**config.mk**
```make
export PLATFORM = sky130hd
export DESIGN_NAME = rhc_ctrl
export DESIGN_NICKNAME = d
export VERILOG_FILES = /design/src/rtl/rhc_pkg.sv /design/src/rtl/rhc_carrier.sv /design/src/rtl/rhc_clk_div.sv /design/src/rtl/rhc_ctrl.sv
export VERILOG_INCLUDE_DIRS = /design/src /design/src/rtl
export SDC_FILE = /design/constraint.sdc
export NUM_CORES = 1
export LEC_CHECK = 0
export CELL_PAD_IN_SITES_DETAIL_PLACEMENT = 0
export CELL_PAD_IN_SITES_GLOBAL_PLACEMENT = 1
export CORE_MARGIN = 10
export CORE_UTILIZATION = 54
export DETAILED_ROUTE_END_ITERATION = 7
export DONT_BUFFER_PORTS = 1
export GPL_TIMING_DRIVEN = 0
export PLACE_DENSITY = 0.93
export RECOVER_POWER = 100
export REMOVE_ABC_BUFFERS = 1
export SLEW_MARGIN = 20
export SYNTH_ARGS = -nofsm -noshare
export SYNTH_HDL_FRONTEND = slang
export SYNTH_HIERARCHICAL = 1
export SYNTH_SLANG_ARGS = --single-unit
```
**constraint.sdc**
```tcl
create_clock -name ref_clk -period 4 [get_ports ref_clk]
set_input_delay 0 -clock ref_clk [delete_from_list [all_inputs] [get_ports ref_clk]]
set_output_delay 0 -clock ref_clk [all_outputs]
set_load 0.005 [all_outputs]
```
**src/rtl/rhc_defines.svh**
```systemverilog
// Purpose: constants of the remote I/O halt and reset control block
// Assumes: ref_clk is the oscillator clock; times are counted in system clock ticks
// Notes: register offsets are indices on the plain register port
// How it works
// bank select low reads A, high B
// set/clear one addressed bit-port line
// nibble write copies whole accumulator to pins
// two select bits pick carrier period, duty
// halt needs request bit and all inputs high
// halted freezes ticks, counters and state; carrier count held at zero, input bus still follows keys
// halted pins low except lines one, six
// any input low wakes with system reset
// wait stabilisation time before execution resumes
// auto reset after full count without clear
// gate rise, halt or power-on clear counter
// page F now, counter clears one cycle later
// page buffer F, skip and latch set
// reset drives all port lines low
// system clock is oscillator or divided eight
// instruction cycle is six system clocks
// remote pin carries carrier only while gated
// wake-up does the full reset sequence
`ifndef RHC_DEFINES_SVH
`define RHC_DEFINES_SVH
// Register port offsets
`define RHC_A_SET_PORT_BIT_OP     4'h0
`define RHC_A_CLEAR_PORT_BIT_OP     4'h1
`define RHC_A_NIB      4'h2
`define RHC_A_PAGE     4'h3
`define RHC_A_JUMP     4'h4
`define RHC_A_INBUS    4'h5
`define RHC_A_STAT     4'h6
// Bit-port line positions
`define RHC_B_GATE     0
`define RHC_B_KEEP1    1
`define RHC_B_KEEP6    6
`define RHC_B_CSL      9
`define RHC_B_CSH      10
`define RHC_B_HALT     12
`define RHC_B_BANK     13
`define RHC_VALID_BITS 14'h367F
// Reset values
`define RHC_PAGE_RST   4'hF
// Timing
`define RHC_STAB_US    13000
`define RHC_REF_KHZ    455
`define RHC_STAB_TICKS ((`RHC_STAB_US * `RHC_REF_KHZ) / 1000)
`define RHC_AUTO_TICKS 131072
`define RHC_OSC_DIV    8
`define RHC_CPU_DIV    6
// Carrier shapes: period and high time in system ticks
`define RHC_CAR_P12    4'hC
`define RHC_CAR_P8     4'h8
`define RHC_CAR_H13    4'h4
`define RHC_CAR_H12    4'h4
`define RHC_CAR_H14    4'h3
`endif

```
**src/rtl/rhc_pkg.sv**
```systemverilog
// Purpose: types of the remote I/O halt and reset control block
// Assumes: constants live in rhc_defines.svh
// Notes: one state struct per module
package rhc_pkg;
  typedef enum logic [2:0] {
    rhc_st_stab = 3'b001,
    rhc_st_run  = 3'b010,
    rhc_st_halt = 3'b100
  } rhc_state_e;

  typedef struct packed {
    logic [2:0] pre;
    logic [2:0] cpu;
    logic       sys_tick;
    logic       cpu_tick;
  } rhc_div_s;

  typedef struct packed {
    logic [3:0] cnt;
    logic       remote;
  } rhc_car_s;

  typedef struct packed {
    logic [7:0]  sync1;
    logic [7:0]  sync2;
    rhc_state_e  state;
    logic [13:0] bit_port;
    logic [3:0]  nibble;
    logic [3:0]  page_address;
    logic [3:0]  page_buffer;
    logic [5:0]  program_counter;
    logic        pc_clear;
    logic        skip_flag;
    logic        compare_latch;
    logic [12:0] stab_cnt;
    logic [16:0] auto_cnt;
    logic        gate_d;
    logic [3:0]  in_bus;
    logic [6:1]  bit_pins;
    logic [3:0]  nib_pins;
    logic [7:0]  rdata;
  } rhc_top_s;
endpackage : rhc_pkg

```
**src/rtl/rhc_carrier.sv**
```systemverilog
// Purpose: remote carrier generator behind the gate bit
// Assumes: gate already forced low while halted
// Notes: the burst always starts with the high part of a period
`timescale 1ns/1ps
`include "rhc_defines.svh"
module rhc_carrier (
  // Clock and reset
  input  wire logic       ref_clk,
  input  wire logic       rst_n,
  // Control
  input  wire logic       sys_tick,
  input  wire logic [1:0] mode,
  input  wire logic       gate,
  // Pin
  output logic            remote_pin
);
  rhc_pkg::rhc_car_s q;
  rhc_pkg::rhc_car_s n;
  logic [3:0]        period;
  logic [3:0]        high;

  // Mode decode, period counter and gated output
  always_comb begin
    n = q;
    case (mode)
      2'b00:   begin period = `RHC_CAR_P12; high = `RHC_CAR_H13; end
      2'b01:   begin period = `RHC_CAR_P8;  high = `RHC_CAR_H12; end
      2'b10:   begin period = `RHC_CAR_P12; high = `RHC_CAR_H14; end
      default: begin period = `RHC_CAR_P12; high = `RHC_CAR_P12; end
    endcase
    // Clearing on a low gate aligns each burst to its first edge
    if (!gate) begin
      n.cnt = 4'h0;
    end else if (sys_tick) begin
      n.cnt = (q.cnt == period - 4'h1) ? 4'h0 : q.cnt + 4'h1;
    end
    n.remote = gate && (q.cnt < high);
  end

  // State register
  always_ff @(posedge ref_clk or negedge rst_n) begin
    if (!rst_n) begin
      q <= '0;
    end else begin
      q <= n;
    end
  end

  assign remote_pin = q.remote;
endmodule : rhc_carrier

```
**src/rtl/rhc_clk_div.sv**
```systemverilog
// Purpose: system tick and instruction-cycle tick from the oscillator clock
// Assumes: run is low while halted
// Notes: ticks are one-cycle pulses, not derived clocks
`timescale 1ns/1ps
`include "rhc_defines.svh"
module rhc_clk_div #(
  parameter bit DIVIDE8 = 1'b0
) (
  // Clock and reset
  input  wire logic ref_clk,
  input  wire logic rst_n,
  // Control
  input  wire logic run,
  // Ticks
  output logic      sys_tick,
  output logic      cpu_tick
);
  rhc_pkg::rhc_div_s q;
  rhc_pkg::rhc_div_s n;

  // Prescaler then divide by six; nothing moves while halted
  always_comb begin
    n = q;
    n.sys_tick = 1'b0;
    n.cpu_tick = 1'b0;
    if (run) begin
      if (!DIVIDE8 || q.pre == 3'(`RHC_OSC_DIV - 1)) begin
        n.pre      = 3'h0;
        n.sys_tick = 1'b1;
        if (q.cpu == 3'(`RHC_CPU_DIV - 1)) begin
          n.cpu      = 3'h0;
          n.cpu_tick = 1'b1;
        end else begin
          n.cpu = q.cpu + 3'h1;
        end
      end else begin
        n.pre = q.pre + 3'h1;
      end
    end
  end

  // State register
  always_ff @(posedge ref_clk or negedge rst_n) begin
    if (!rst_n) begin
      q <= '0;
    end else begin
      q <= n;
    end
  end

  assign sys_tick = q.sys_tick;
  assign cpu_tick = q.cpu_tick;
endmodule : rhc_clk_div

```
**src/rtl/rhc_ctrl.sv**
```systemverilog
// Purpose: input banks, bit and nibble ports, halt, auto reset and reset sequence
// Assumes: ref_clk is the oscillator; the core drives the register port
// Notes: bus writes act only while running; reads always answer
//
// The strobed register port and the placing of the registers were chosen for this implementation.
`timescale 1ns/1ps
`include "rhc_defines.svh"
module rhc_ctrl #(
  parameter bit          DIVIDE8    = 1'b0,
  parameter int unsigned STAB_TICKS = `RHC_STAB_TICKS,
  parameter int unsigned AUTO_TICKS = `RHC_AUTO_TICKS
) (
  // Clock and reset
  input  wire logic       ref_clk,
  input  wire logic       rst_n,
  // Register port
  input  wire logic [3:0] reg_addr,
  input  wire logic [7:0] reg_wdata,
  input  wire logic       reg_wr,
  input  wire logic       reg_rd,
  output logic      [7:0] reg_rdata,
  // Key matrix pins
  input  wire logic [3:0] input_bank_a,
  input  wire logic [3:0] input_bank_b,
  // Output pins
  output logic            remote_pin,
  output logic      [6:1] bit_output_port,
  output logic      [3:0] nibble_output_port,
  // Status
  output logic      [3:0] input_bus,
  output logic            halted,
  output logic            cpu_tick
);
  localparam logic [12:0] STAB_LAST = 13'(STAB_TICKS - 1);
  localparam logic [16:0] AUTO_LAST = 17'(AUTO_TICKS - 1);

  rhc_pkg::rhc_top_s q;
  rhc_pkg::rhc_top_s n;
  logic              sys_tick;
  logic              cpu_tick_w;
  logic              sys_rst;
  logic              gate_rise;
  logic              halt_go;
  logic              bus_wr;
  logic [3:0]        idx;

  // Only the documented line positions may be set or cleared
  function automatic logic valid_bit(input logic [3:0] i);
    logic [13:0] m;
    m = `RHC_VALID_BITS;
    valid_bit = (i <= 4'hD) && m[i];
  endfunction : valid_bit

  // Tick generation, frozen while halted
  rhc_clk_div #(
    .DIVIDE8 (DIVIDE8)
  ) u_div (
    .ref_clk  (ref_clk),
    .rst_n    (rst_n),
    .run      (q.state != rhc_pkg::rhc_st_halt),
    .sys_tick (sys_tick),
    .cpu_tick (cpu_tick_w)
  );

  // Carrier generator; the gate is dropped in halt so the pin goes low
  rhc_carrier u_car (
    .ref_clk    (ref_clk),
    .rst_n      (rst_n),
    .sys_tick   (sys_tick),
    .mode       ({q.bit_port[`RHC_B_CSH], q.bit_port[`RHC_B_CSL]}),
    .gate       (q.bit_port[`RHC_B_GATE] && q.state != rhc_pkg::rhc_st_halt),
    .remote_pin (remote_pin)
  );

  assign idx    = reg_wdata[3:0];
  assign bus_wr = reg_wr && q.state == rhc_pkg::rhc_st_run;

  // Next-state logic of the whole control block
  always_comb begin
    n         = q;
    sys_rst   = 1'b0;
    halt_go   = 1'b0;
    n.sync1   = {input_bank_b, input_bank_a};
    n.sync2   = q.sync1;
    n.gate_d  = q.bit_port[`RHC_B_GATE];
    gate_rise = q.bit_port[`RHC_B_GATE] && !q.gate_d;

    // Shared input bus follows the bank select line
    n.in_bus = q.bit_port[`RHC_B_BANK] ? q.sync2[7:4] : q.sync2[3:0];

    // Operating state
    case (q.state)
      rhc_pkg::rhc_st_stab: begin
        if (sys_tick) begin
          if (q.stab_cnt >= STAB_LAST) begin
            n.state = rhc_pkg::rhc_st_run;
          end else begin
            n.stab_cnt = q.stab_cnt + 13'h0001;
          end
        end
      end
      rhc_pkg::rhc_st_run: begin
        // Both banks must read all high, whatever the bank select
        if (q.bit_port[`RHC_B_HALT] && (&q.sync2)) begin
          halt_go = 1'b1;
          n.state = rhc_pkg::rhc_st_halt;
        end
      end
      rhc_pkg::rhc_st_halt: begin
        // Nothing but the wake detector is alive here
        if (!(&q.sync2)) begin
          sys_rst = 1'b1;
        end
      end
      default: begin
        sys_rst = 1'b1;
      end
    endcase

    // Auto-reset watchdog, counted in system ticks and parked in halt
    if (halt_go || gate_rise) begin
      n.auto_cnt = 17'h00000;
    end else if (sys_tick && q.state != rhc_pkg::rhc_st_halt) begin
      if (q.auto_cnt >= AUTO_LAST) begin
        sys_rst = 1'b1;
      end else begin
        n.auto_cnt = q.auto_cnt + 17'h00001;
      end
    end

    // Register writes from the core
    if (bus_wr) begin
      case (reg_addr)
        `RHC_A_SET_PORT_BIT_OP: begin
          if (valid_bit(idx)) begin
            n.bit_port[idx] = 1'b1;
          end
        end
        `RHC_A_CLEAR_PORT_BIT_OP: begin
          if (valid_bit(idx)) begin
            n.bit_port[idx] = 1'b0;
          end
        end
        `RHC_A_NIB: begin
          n.nibble = reg_wdata[3:0];
        end
        `RHC_A_PAGE: begin
          n.page_buffer = reg_wdata[3:0];
        end
        `RHC_A_STAT: begin
          n.skip_flag     = reg_wdata[1];
          n.compare_latch = reg_wdata[0];
        end
        default: begin
        end
      endcase
    end

    // Program counter: one instruction per cpu tick while running
    if (q.state == rhc_pkg::rhc_st_run) begin
      if (bus_wr && reg_addr == `RHC_A_JUMP) begin
        n.page_address    = q.page_buffer;
        n.program_counter = reg_wdata[5:0];
      end else if (cpu_tick_w) begin
        if (q.pc_clear) begin
          n.program_counter = 6'h00;
          n.pc_clear        = 1'b0;
        end else begin
          n.program_counter = q.program_counter + 6'h01;
        end
      end
    end

    // System reset from wake, watchdog or a bad state
    if (sys_rst) begin
      n.state         = rhc_pkg::rhc_st_stab;
      n.stab_cnt      = 13'h0000;
      n.auto_cnt      = 17'h00000;
      n.page_address  = `RHC_PAGE_RST;
      n.pc_clear      = 1'b1;
      n.page_buffer   = `RHC_PAGE_RST;
      n.skip_flag     = 1'b1;
      n.compare_latch = 1'b1;
      // RAM pointer is left untouched by design and is not held here
      n.bit_port      = 14'h0000;
      n.nibble        = 4'h0;
    end

    // Pins follow the next port values; halt masks all but lines one and six
    if (n.state == rhc_pkg::rhc_st_halt) begin
      n.bit_pins = {n.bit_port[`RHC_B_KEEP6], 4'h0, n.bit_port[`RHC_B_KEEP1]};
      n.nib_pins = 4'h0;
    end else begin
      n.bit_pins = n.bit_port[6:1];
      n.nib_pins = n.nibble;
    end

    // Read data stands for one cycle only
    n.rdata = 8'h00;
    if (reg_rd) begin
      case (reg_addr)
        `RHC_A_SET_PORT_BIT_OP:  n.rdata = q.bit_port[7:0];
        `RHC_A_CLEAR_PORT_BIT_OP:  n.rdata = {2'h0, q.bit_port[13:8]};
        `RHC_A_NIB:   n.rdata = {4'h0, q.nibble};
        `RHC_A_PAGE:  n.rdata = {q.page_buffer, q.page_address};
        `RHC_A_JUMP:  n.rdata = {2'h0, q.program_counter};
        `RHC_A_INBUS: n.rdata = {4'h0, q.in_bus};
        `RHC_A_STAT:  n.rdata = {q.pc_clear, 2'h0, q.state, q.skip_flag, q.compare_latch};
        default:      n.rdata = 8'h00;
      endcase
    end
  end

  // State register; power-on reset gives the same initial picture
  always_ff @(posedge ref_clk or negedge rst_n) begin
    if (!rst_n) begin
      q                 <= '0;
      q.state           <= rhc_pkg::rhc_st_stab;
      q.page_address    <= `RHC_PAGE_RST;
      q.page_buffer     <= `RHC_PAGE_RST;
      q.pc_clear        <= 1'b1;
      q.skip_flag       <= 1'b1;
      q.compare_latch   <= 1'b1;
    end else begin
      q <= n;
    end
  end

  // Output drive, all from registers
  assign reg_rdata          = q.rdata;
  assign bit_output_port    = q.bit_pins;
  assign nibble_output_port = q.nib_pins;
  assign input_bus          = q.in_bus;
  assign halted             = q.state[2]; // One-hot halt bit, straight from the flop
  assign cpu_tick           = cpu_tick_w;
endmodule : rhc_ctrl

```
Word-level counts from Yosys, hierarchy flattened
Memories as Yosys holds them, arrays and structs flattened.
Cells that the tools add are included.
Widths: inputs -> output; s select.
{"block": "word_totals", "reg_bits": 117, "mem_bits_ro": 16, "in_bits": 24, "out_inout_bits": 25, "wordCells": 146, "mem_count": 1}
{"block": "op_classes", "add_sub_neg": 6, "order_cmp": 6, "n_eq_ne": 21, "muxes": 50, "bitwise": 3, "n_reduce_logical": 35}
{"name": "(name not given)", "words": 16, "width": 1, "read_ports": 1, "rd_ports_with_merged_regs": 0, "write_ports": 0, "line": "rhc_ctrl.sv:51", "source": "valid_bit = (i <= 4'hD) && m[i];"}
{"cell": "$pmux 8 s7", "count": 1}
{"cell": "$mux 17", "count": 3}
{"cell": "$mux 13", "count": 3}
{"cell": "$mux 4", "count": 9}
{"cell": "$mux 33", "count": 1}
{"cell": "$mux 29", "count": 1}
{"cell": "$mux 14", "count": 2}
{"cell": "$pmux 14 s2", "count": 1}
{"cell": "$mux 18", "count": 1}
{"cell": "$reduce_bool 2->1", "count": 9}
{"cell": "$add 17x1->17 const B", "count": 1}
{"cell": "$ge 17x17->1 const B", "count": 1}
{"cell": "$mux 3", "count": 5}
{"cell": "$and 14x14->14", "count": 1}
{"cell": "$not 14->14", "count": 1}
{"cell": "$or 14x14->14", "count": 1}
{"cell": "$add 13x1->13 const B", "count": 1}
{"cell": "$ge 13x13->1 const B", "count": 1}
{"cell": "$eq 4x3->1 const B", "count": 3}
{"cell": "$mux 6", "count": 2}
{"cell": "$ne 3x3->1 const B", "count": 4}
{"cell": "$mux 1", "count": 11}
{"cell": "$reduce_and 2->1", "count": 5}
{"cell": "$eq 3x3->1 const B", "count": 3}
{"cell": "other kinds (34)", "count": 50}

Longest topological paths before layout
{"block": "depth", "ltp_word": 12, "ltp_mapped": 10, "mapped_depth_nobuf": 8}

By module
The synthesis kept the hierarchy.
{"mod": "rhc_ctrl", "n_inst": 1, "cells_each": 524, "area_per_inst_um2": 5273.8, "seq_area_each_um2": 2642.5}
{"mod": "rhc_carrier", "n_inst": 1, "cells_each": 35, "area_per_inst_um2": 344.1, "seq_area_each_um2": 125.1}
{"mod": "rhc_clk_div", "n_inst": 1, "cells_each": 12, "area_per_inst_um2": 187.7, "seq_area_each_um2": 125.1}

Least setup slack after synthesis
No wires, ideal clock.
{"block": "synth_path", "path_kind": "register -> register", "from": "register q[23] in the netlist's numbering", "to": "register q[31] in the netlist's numbering", "setup_time_ps": 77, "arrival_ps": 2181, "t_required_ps": 3923, "slack_ps": 1742, "stages_incl_launch_ff": 11, "n_path_buf": 2, "period_less_slack_ps": 2258, "path_cell_list": "dfrtp_1 > ha_1 > and2_1 > clkbuf_1 > and2_1 > ha_1 > and3_1 > a41oi_1 > nand3b_2 > buf_2 > a21oi_1"}
{"block": "synth_via", "elab_chain_len": 6, "elab_cells_between_ends": 12, "cone_classes": "add/sub (1); order compare (1); eq/ne (1); mux (7); reduce/logical (2)"}
{"item": "from (decl)", "line": "rhc_ctrl.sv:37", "source": "rhc_pkg::rhc_top_s q;"}
{"item": "from (signal assigned)", "line": "rhc_ctrl.sv:225", "source": "q <= n;"}
{"item": "$ge 17x17->1", "line": "rhc_ctrl.sv:124", "source": "if (q.auto_cnt >= AUTO_LAST) begin"}
{"item": "$mux 1", "line": "rhc_ctrl.sv:124"}
{"item": "$mux 1", "line": "rhc_ctrl.sv:123", "source": "end else if (sys_tick && q.state != rhc_pkg::rhc_st_halt) begin"}
{"item": "$mux 1", "line": "rhc_ctrl.sv:121", "source": "if (halt_go || gate_rise) begin"}
{"item": "$ne 3x3->1 (no source line) / $reduce_bool 3->1 (equally long branches)"}
{"item": "$reduce_and 2->1 (no source line)"}
Parallel ways exist; a longest one is shown, timed or not. The select of a mux whose other input is x is not followed.
A chain may end at the register's enable or synchronous reset.

Worst setup path after layout
{"block": "layout_path", "from": "register q (netlist bit halted)", "to": "register q[61] in the netlist's numbering"}
{"block": "layout_via", "elab_chain_len": 5, "elab_cells_between_ends": 6, "cone_classes": "eq/ne (1); mux (1); reduce/logical (4)"}
{"item": "$eq 3x2->1 *", "line": "rhc_ctrl.sv:76, rhc_ctrl.sv:160"}
{"item": "$logic_and 1x1->1", "line": "rhc_ctrl.sv:76", "source": "assign bus_wr = reg_wr && q.state == rhc_pkg::rhc_st_run;"}
{"item": "$logic_and 1x1->1 (no source line)"}
{"item": "$reduce_bool 2->1 (no source line)"}
{"item": "$reduce_and 2->1 (no source line)"}
Mark *: on every way between the ends. The rest lies on a longest branch, timed or not.

==> qor.txt <==
EDFF count, synth - 0
Hold Path Class - primary input to flop
Worst Tran Pin Value - 2.76 ns
Chip Width - 124 um
Syn-to-layout area delta - 14.0%
synthesized area - 5810 sq um
Crit. Startpoint - halted$_DFF_PN0_
H-tree Lvls - 4
largest net degree at the start of global routing - 116
Crit. End Element - flop
# diodes - 0
layout cell share with drive strength beyond 1 - 10.4%
FP Rows - 37
HPWL Detailed - 8780 um
Clk Latency, worst-skew pair - 0.53 ns
critical path type - flop to flop
total grt overflow - 0
Post CTS Setup Buffer Count - 0
Via density - 6.13
post-synth cell types - 72
outcome - finished, violations left
CTS tree - yes
Die ar. - 15300 sq um
Clock Pin Slew Worst Setup and Hold Paths - 0.06 ns
Min Hold Slack - 0.0606 ns
failing checks - design-rule violations, max-capacitance violations, max-slew violations
crit path time final - 3.42 ns
setup TNS - 0 ns
I/O pin count - 49
Max-Slew Margin vs Limit - -83.8%
Max-Cap Viols - 2
maximum clock frequency - 293 MHz
IR drop worst, VDD - 309 uV
initial drt markers - 740
Tot GR Track Use - 19.5%
die height - 124 um
sequential area share after synthesis - 49.8%
CP startpoint kind - flop
Initial Util - 55.7%
top cell type by total area after synthesis - dfrtp_1
Layout Nets - 620
Setup Skew - 0.00733 ns
initial antenna violation count - 0
post_cts resized - 0
count of final setup violators - 0
CP max FO - 14
worst setup margin - 0.583 ns
RSZ-0062 raised after global routing - false
Tcrit/Tclk final - 85.4%
Sink Count - 115
Syn. warnings - 6
Remaining DRCs - 3
first-pass GRT wire length - 23200 um
hold_sp - reg_wdata[1]
number of I/O port buffers - 0
Worst EP required - 4.42 ns
Avg WL per Cell - 19.2 um
Pwr Total - 2.74 mW
Static Leak - 2.89 nW
FILL cells - 811
worst slack, placed - 0.937 ns
Final ANT Viol Nets - 0
synth cell count leaders - dfrtp_1, nor2_1, nand2_1
cts bufs inserted - 17
Root Buffer - clkbuf_8
vias in the first global route - 4471
synth top area cells - dfrtp_1, dfstp_2, mux2i_1
Synth Area per Inst - 10.2 sq um
Seq cells post-synth - 115
Yosys top cell area share - 44.4%
asr flop ratio synth - 100%
Post-synth top flop - dfrtp_1
critical path arrival - 3.83 ns
drt first pass iters - 8
worst r2r src - halted$_DFF_PN0_
final slew viol count - 116
WL final - 14000 um
Power Density - 415 nW/um^2
Mapped Cells - 571
most instantiated library cell after synthesis - dfrtp_1
routability congestion estimate - 0.876
clk buf depth - 2
Placeable Area - 10400 sq um
final hold viol count - 0
Via Count - 4473
## layout by cell type, fill, tap and decap left out, types with 9 or more instances in the layout
| cell type | Yosys | routed |
|---|---|---|
| o21ai_0 | 13 | 19 |
| inv_1 | 9 | 9 |
| mux2i_1 | 20 | 20 |
| xnor2_1 | 10 | 10 |
| ha_1 | 15 | 15 |
| a21oi_1 | 31 | 31 |
| nor2_1 | 53 | 53 |
| nor2b_1 | 9 | 9 |
| dfstp_2 | 12 | 12 |
| or3_1 | 14 | 15 |
| nand4_1 | 9 | 9 |
| nand2_1 | 51 | 52 |
| nor3_1 | 10 | 10 |
| nand3_1 | 30 | 30 |
| dlygate4sd3_1 | 0 | 38 |
| dfrtp_1 | 103 | 103 |
| a22oi_1 | 9 | 9 |
| clkbuf_16 | 0 | 16 |
## state kept, by name (all words and copies together) (netlist names), 3 cells and up
signal / cells
input_bus: 4
q: 74
n: 9
bit_output_port: 5
u_div/q: 3
u_car/q: 4
nibble_output_port: 4
reg_rdata: 8
## worst max-delay path, stage by stage, from the launching register on
cell,delay [ns]
dfrtp_1,0.57
nor4bb_2,0.73
and2_0,0.80
nor2b_1,0.21
o21ai_0,0.19
o311ai_0,0.18
dlygate4sd3_1,0.60
## where the power goes
group	switching (mW)	total (mW)	internal, mW
Sequential	0.00782	1.18	1.18
Clock	0.575	1.46	0.889
Combinational	0.0604	0.0955	0.0351
## final timing paths
check                                     to  slack, ns  depth (start not counted)
hold / removal             q[87]$_DFFE_PN0P_       0.06                          5
max in group asynchronous  q[51]$_DFFE_PN0P_       1.41                          2
min in group asynchronous    q[70]$_DFF_PN0_       0.96                          2
hold reg to reg              q[96]$_DFF_PN0_       0.35                          0
setup / recovery           q[61]$_DFFE_PN0P_       0.58                          6
setup reg to reg           q[61]$_DFFE_PN0P_       0.58                          6
## layer usage
layer | track usage [%] | share of wire (%) | vias to the layer above
li1 | - | - | 2063
met1 | 23.9 | 41 | 2192
met2 | 30.8 | 48 | 185
met3 | 6.70 | 9.0 | 33
met4 | 8.08 | 2.2 | 0
met5 | 0 | 0 | -
## kinds of logic (layout without fill, tap and decap cells)
family	Yosys count	in the layout	share of synthesized area, %
flip-flops	115	115	49.8
adder cells (fa/ha/maj)	15	15	3.23
multiplexers	29	29	5.32
XOR/XNOR	14	14	2.11
buffers and inverters	57	80	5.65
AND/OR/NAND/NOR	234	234	21.4
AO/OA/AOI/OAI	107	107	12.4
## layout make-up
cell class	instances	area [sq um]	share of cell area [%]
Clock buffer	17	414	6.26
Clock inverter	15	159	2.40
Inverter	9	33.8	0.510
Multi-Input combinational cell	399	2560	38.7
Sequential cell	115	2890	43.7
Tap cell	136	170	2.57
Timing Repair Buffer	39	385	5.82
## timing repair
action / 4_1_cts / 5_1_grt
hold buffers: 39 / 0
setup endpoints to repair: 0 / 0
endpoints found under the hold margin: 170 / 0
## metrics by stage
| step | instances | cell area (sq um) | util [%] |
|---|---|---|---|
| finish | 730 | 6620 | 63.5 |
| global route | 730 | 6620 | 63.5 |
| CTS | 730 | 6680 | 64.1 |
| detailed placement | 659 | 5700 | 54.7 |
| global placement | 659 | 5680 | 54.5 |
| floorplan | 523 | 5510 | - |
Note: power is estimated with default switching activity, not from simulation.
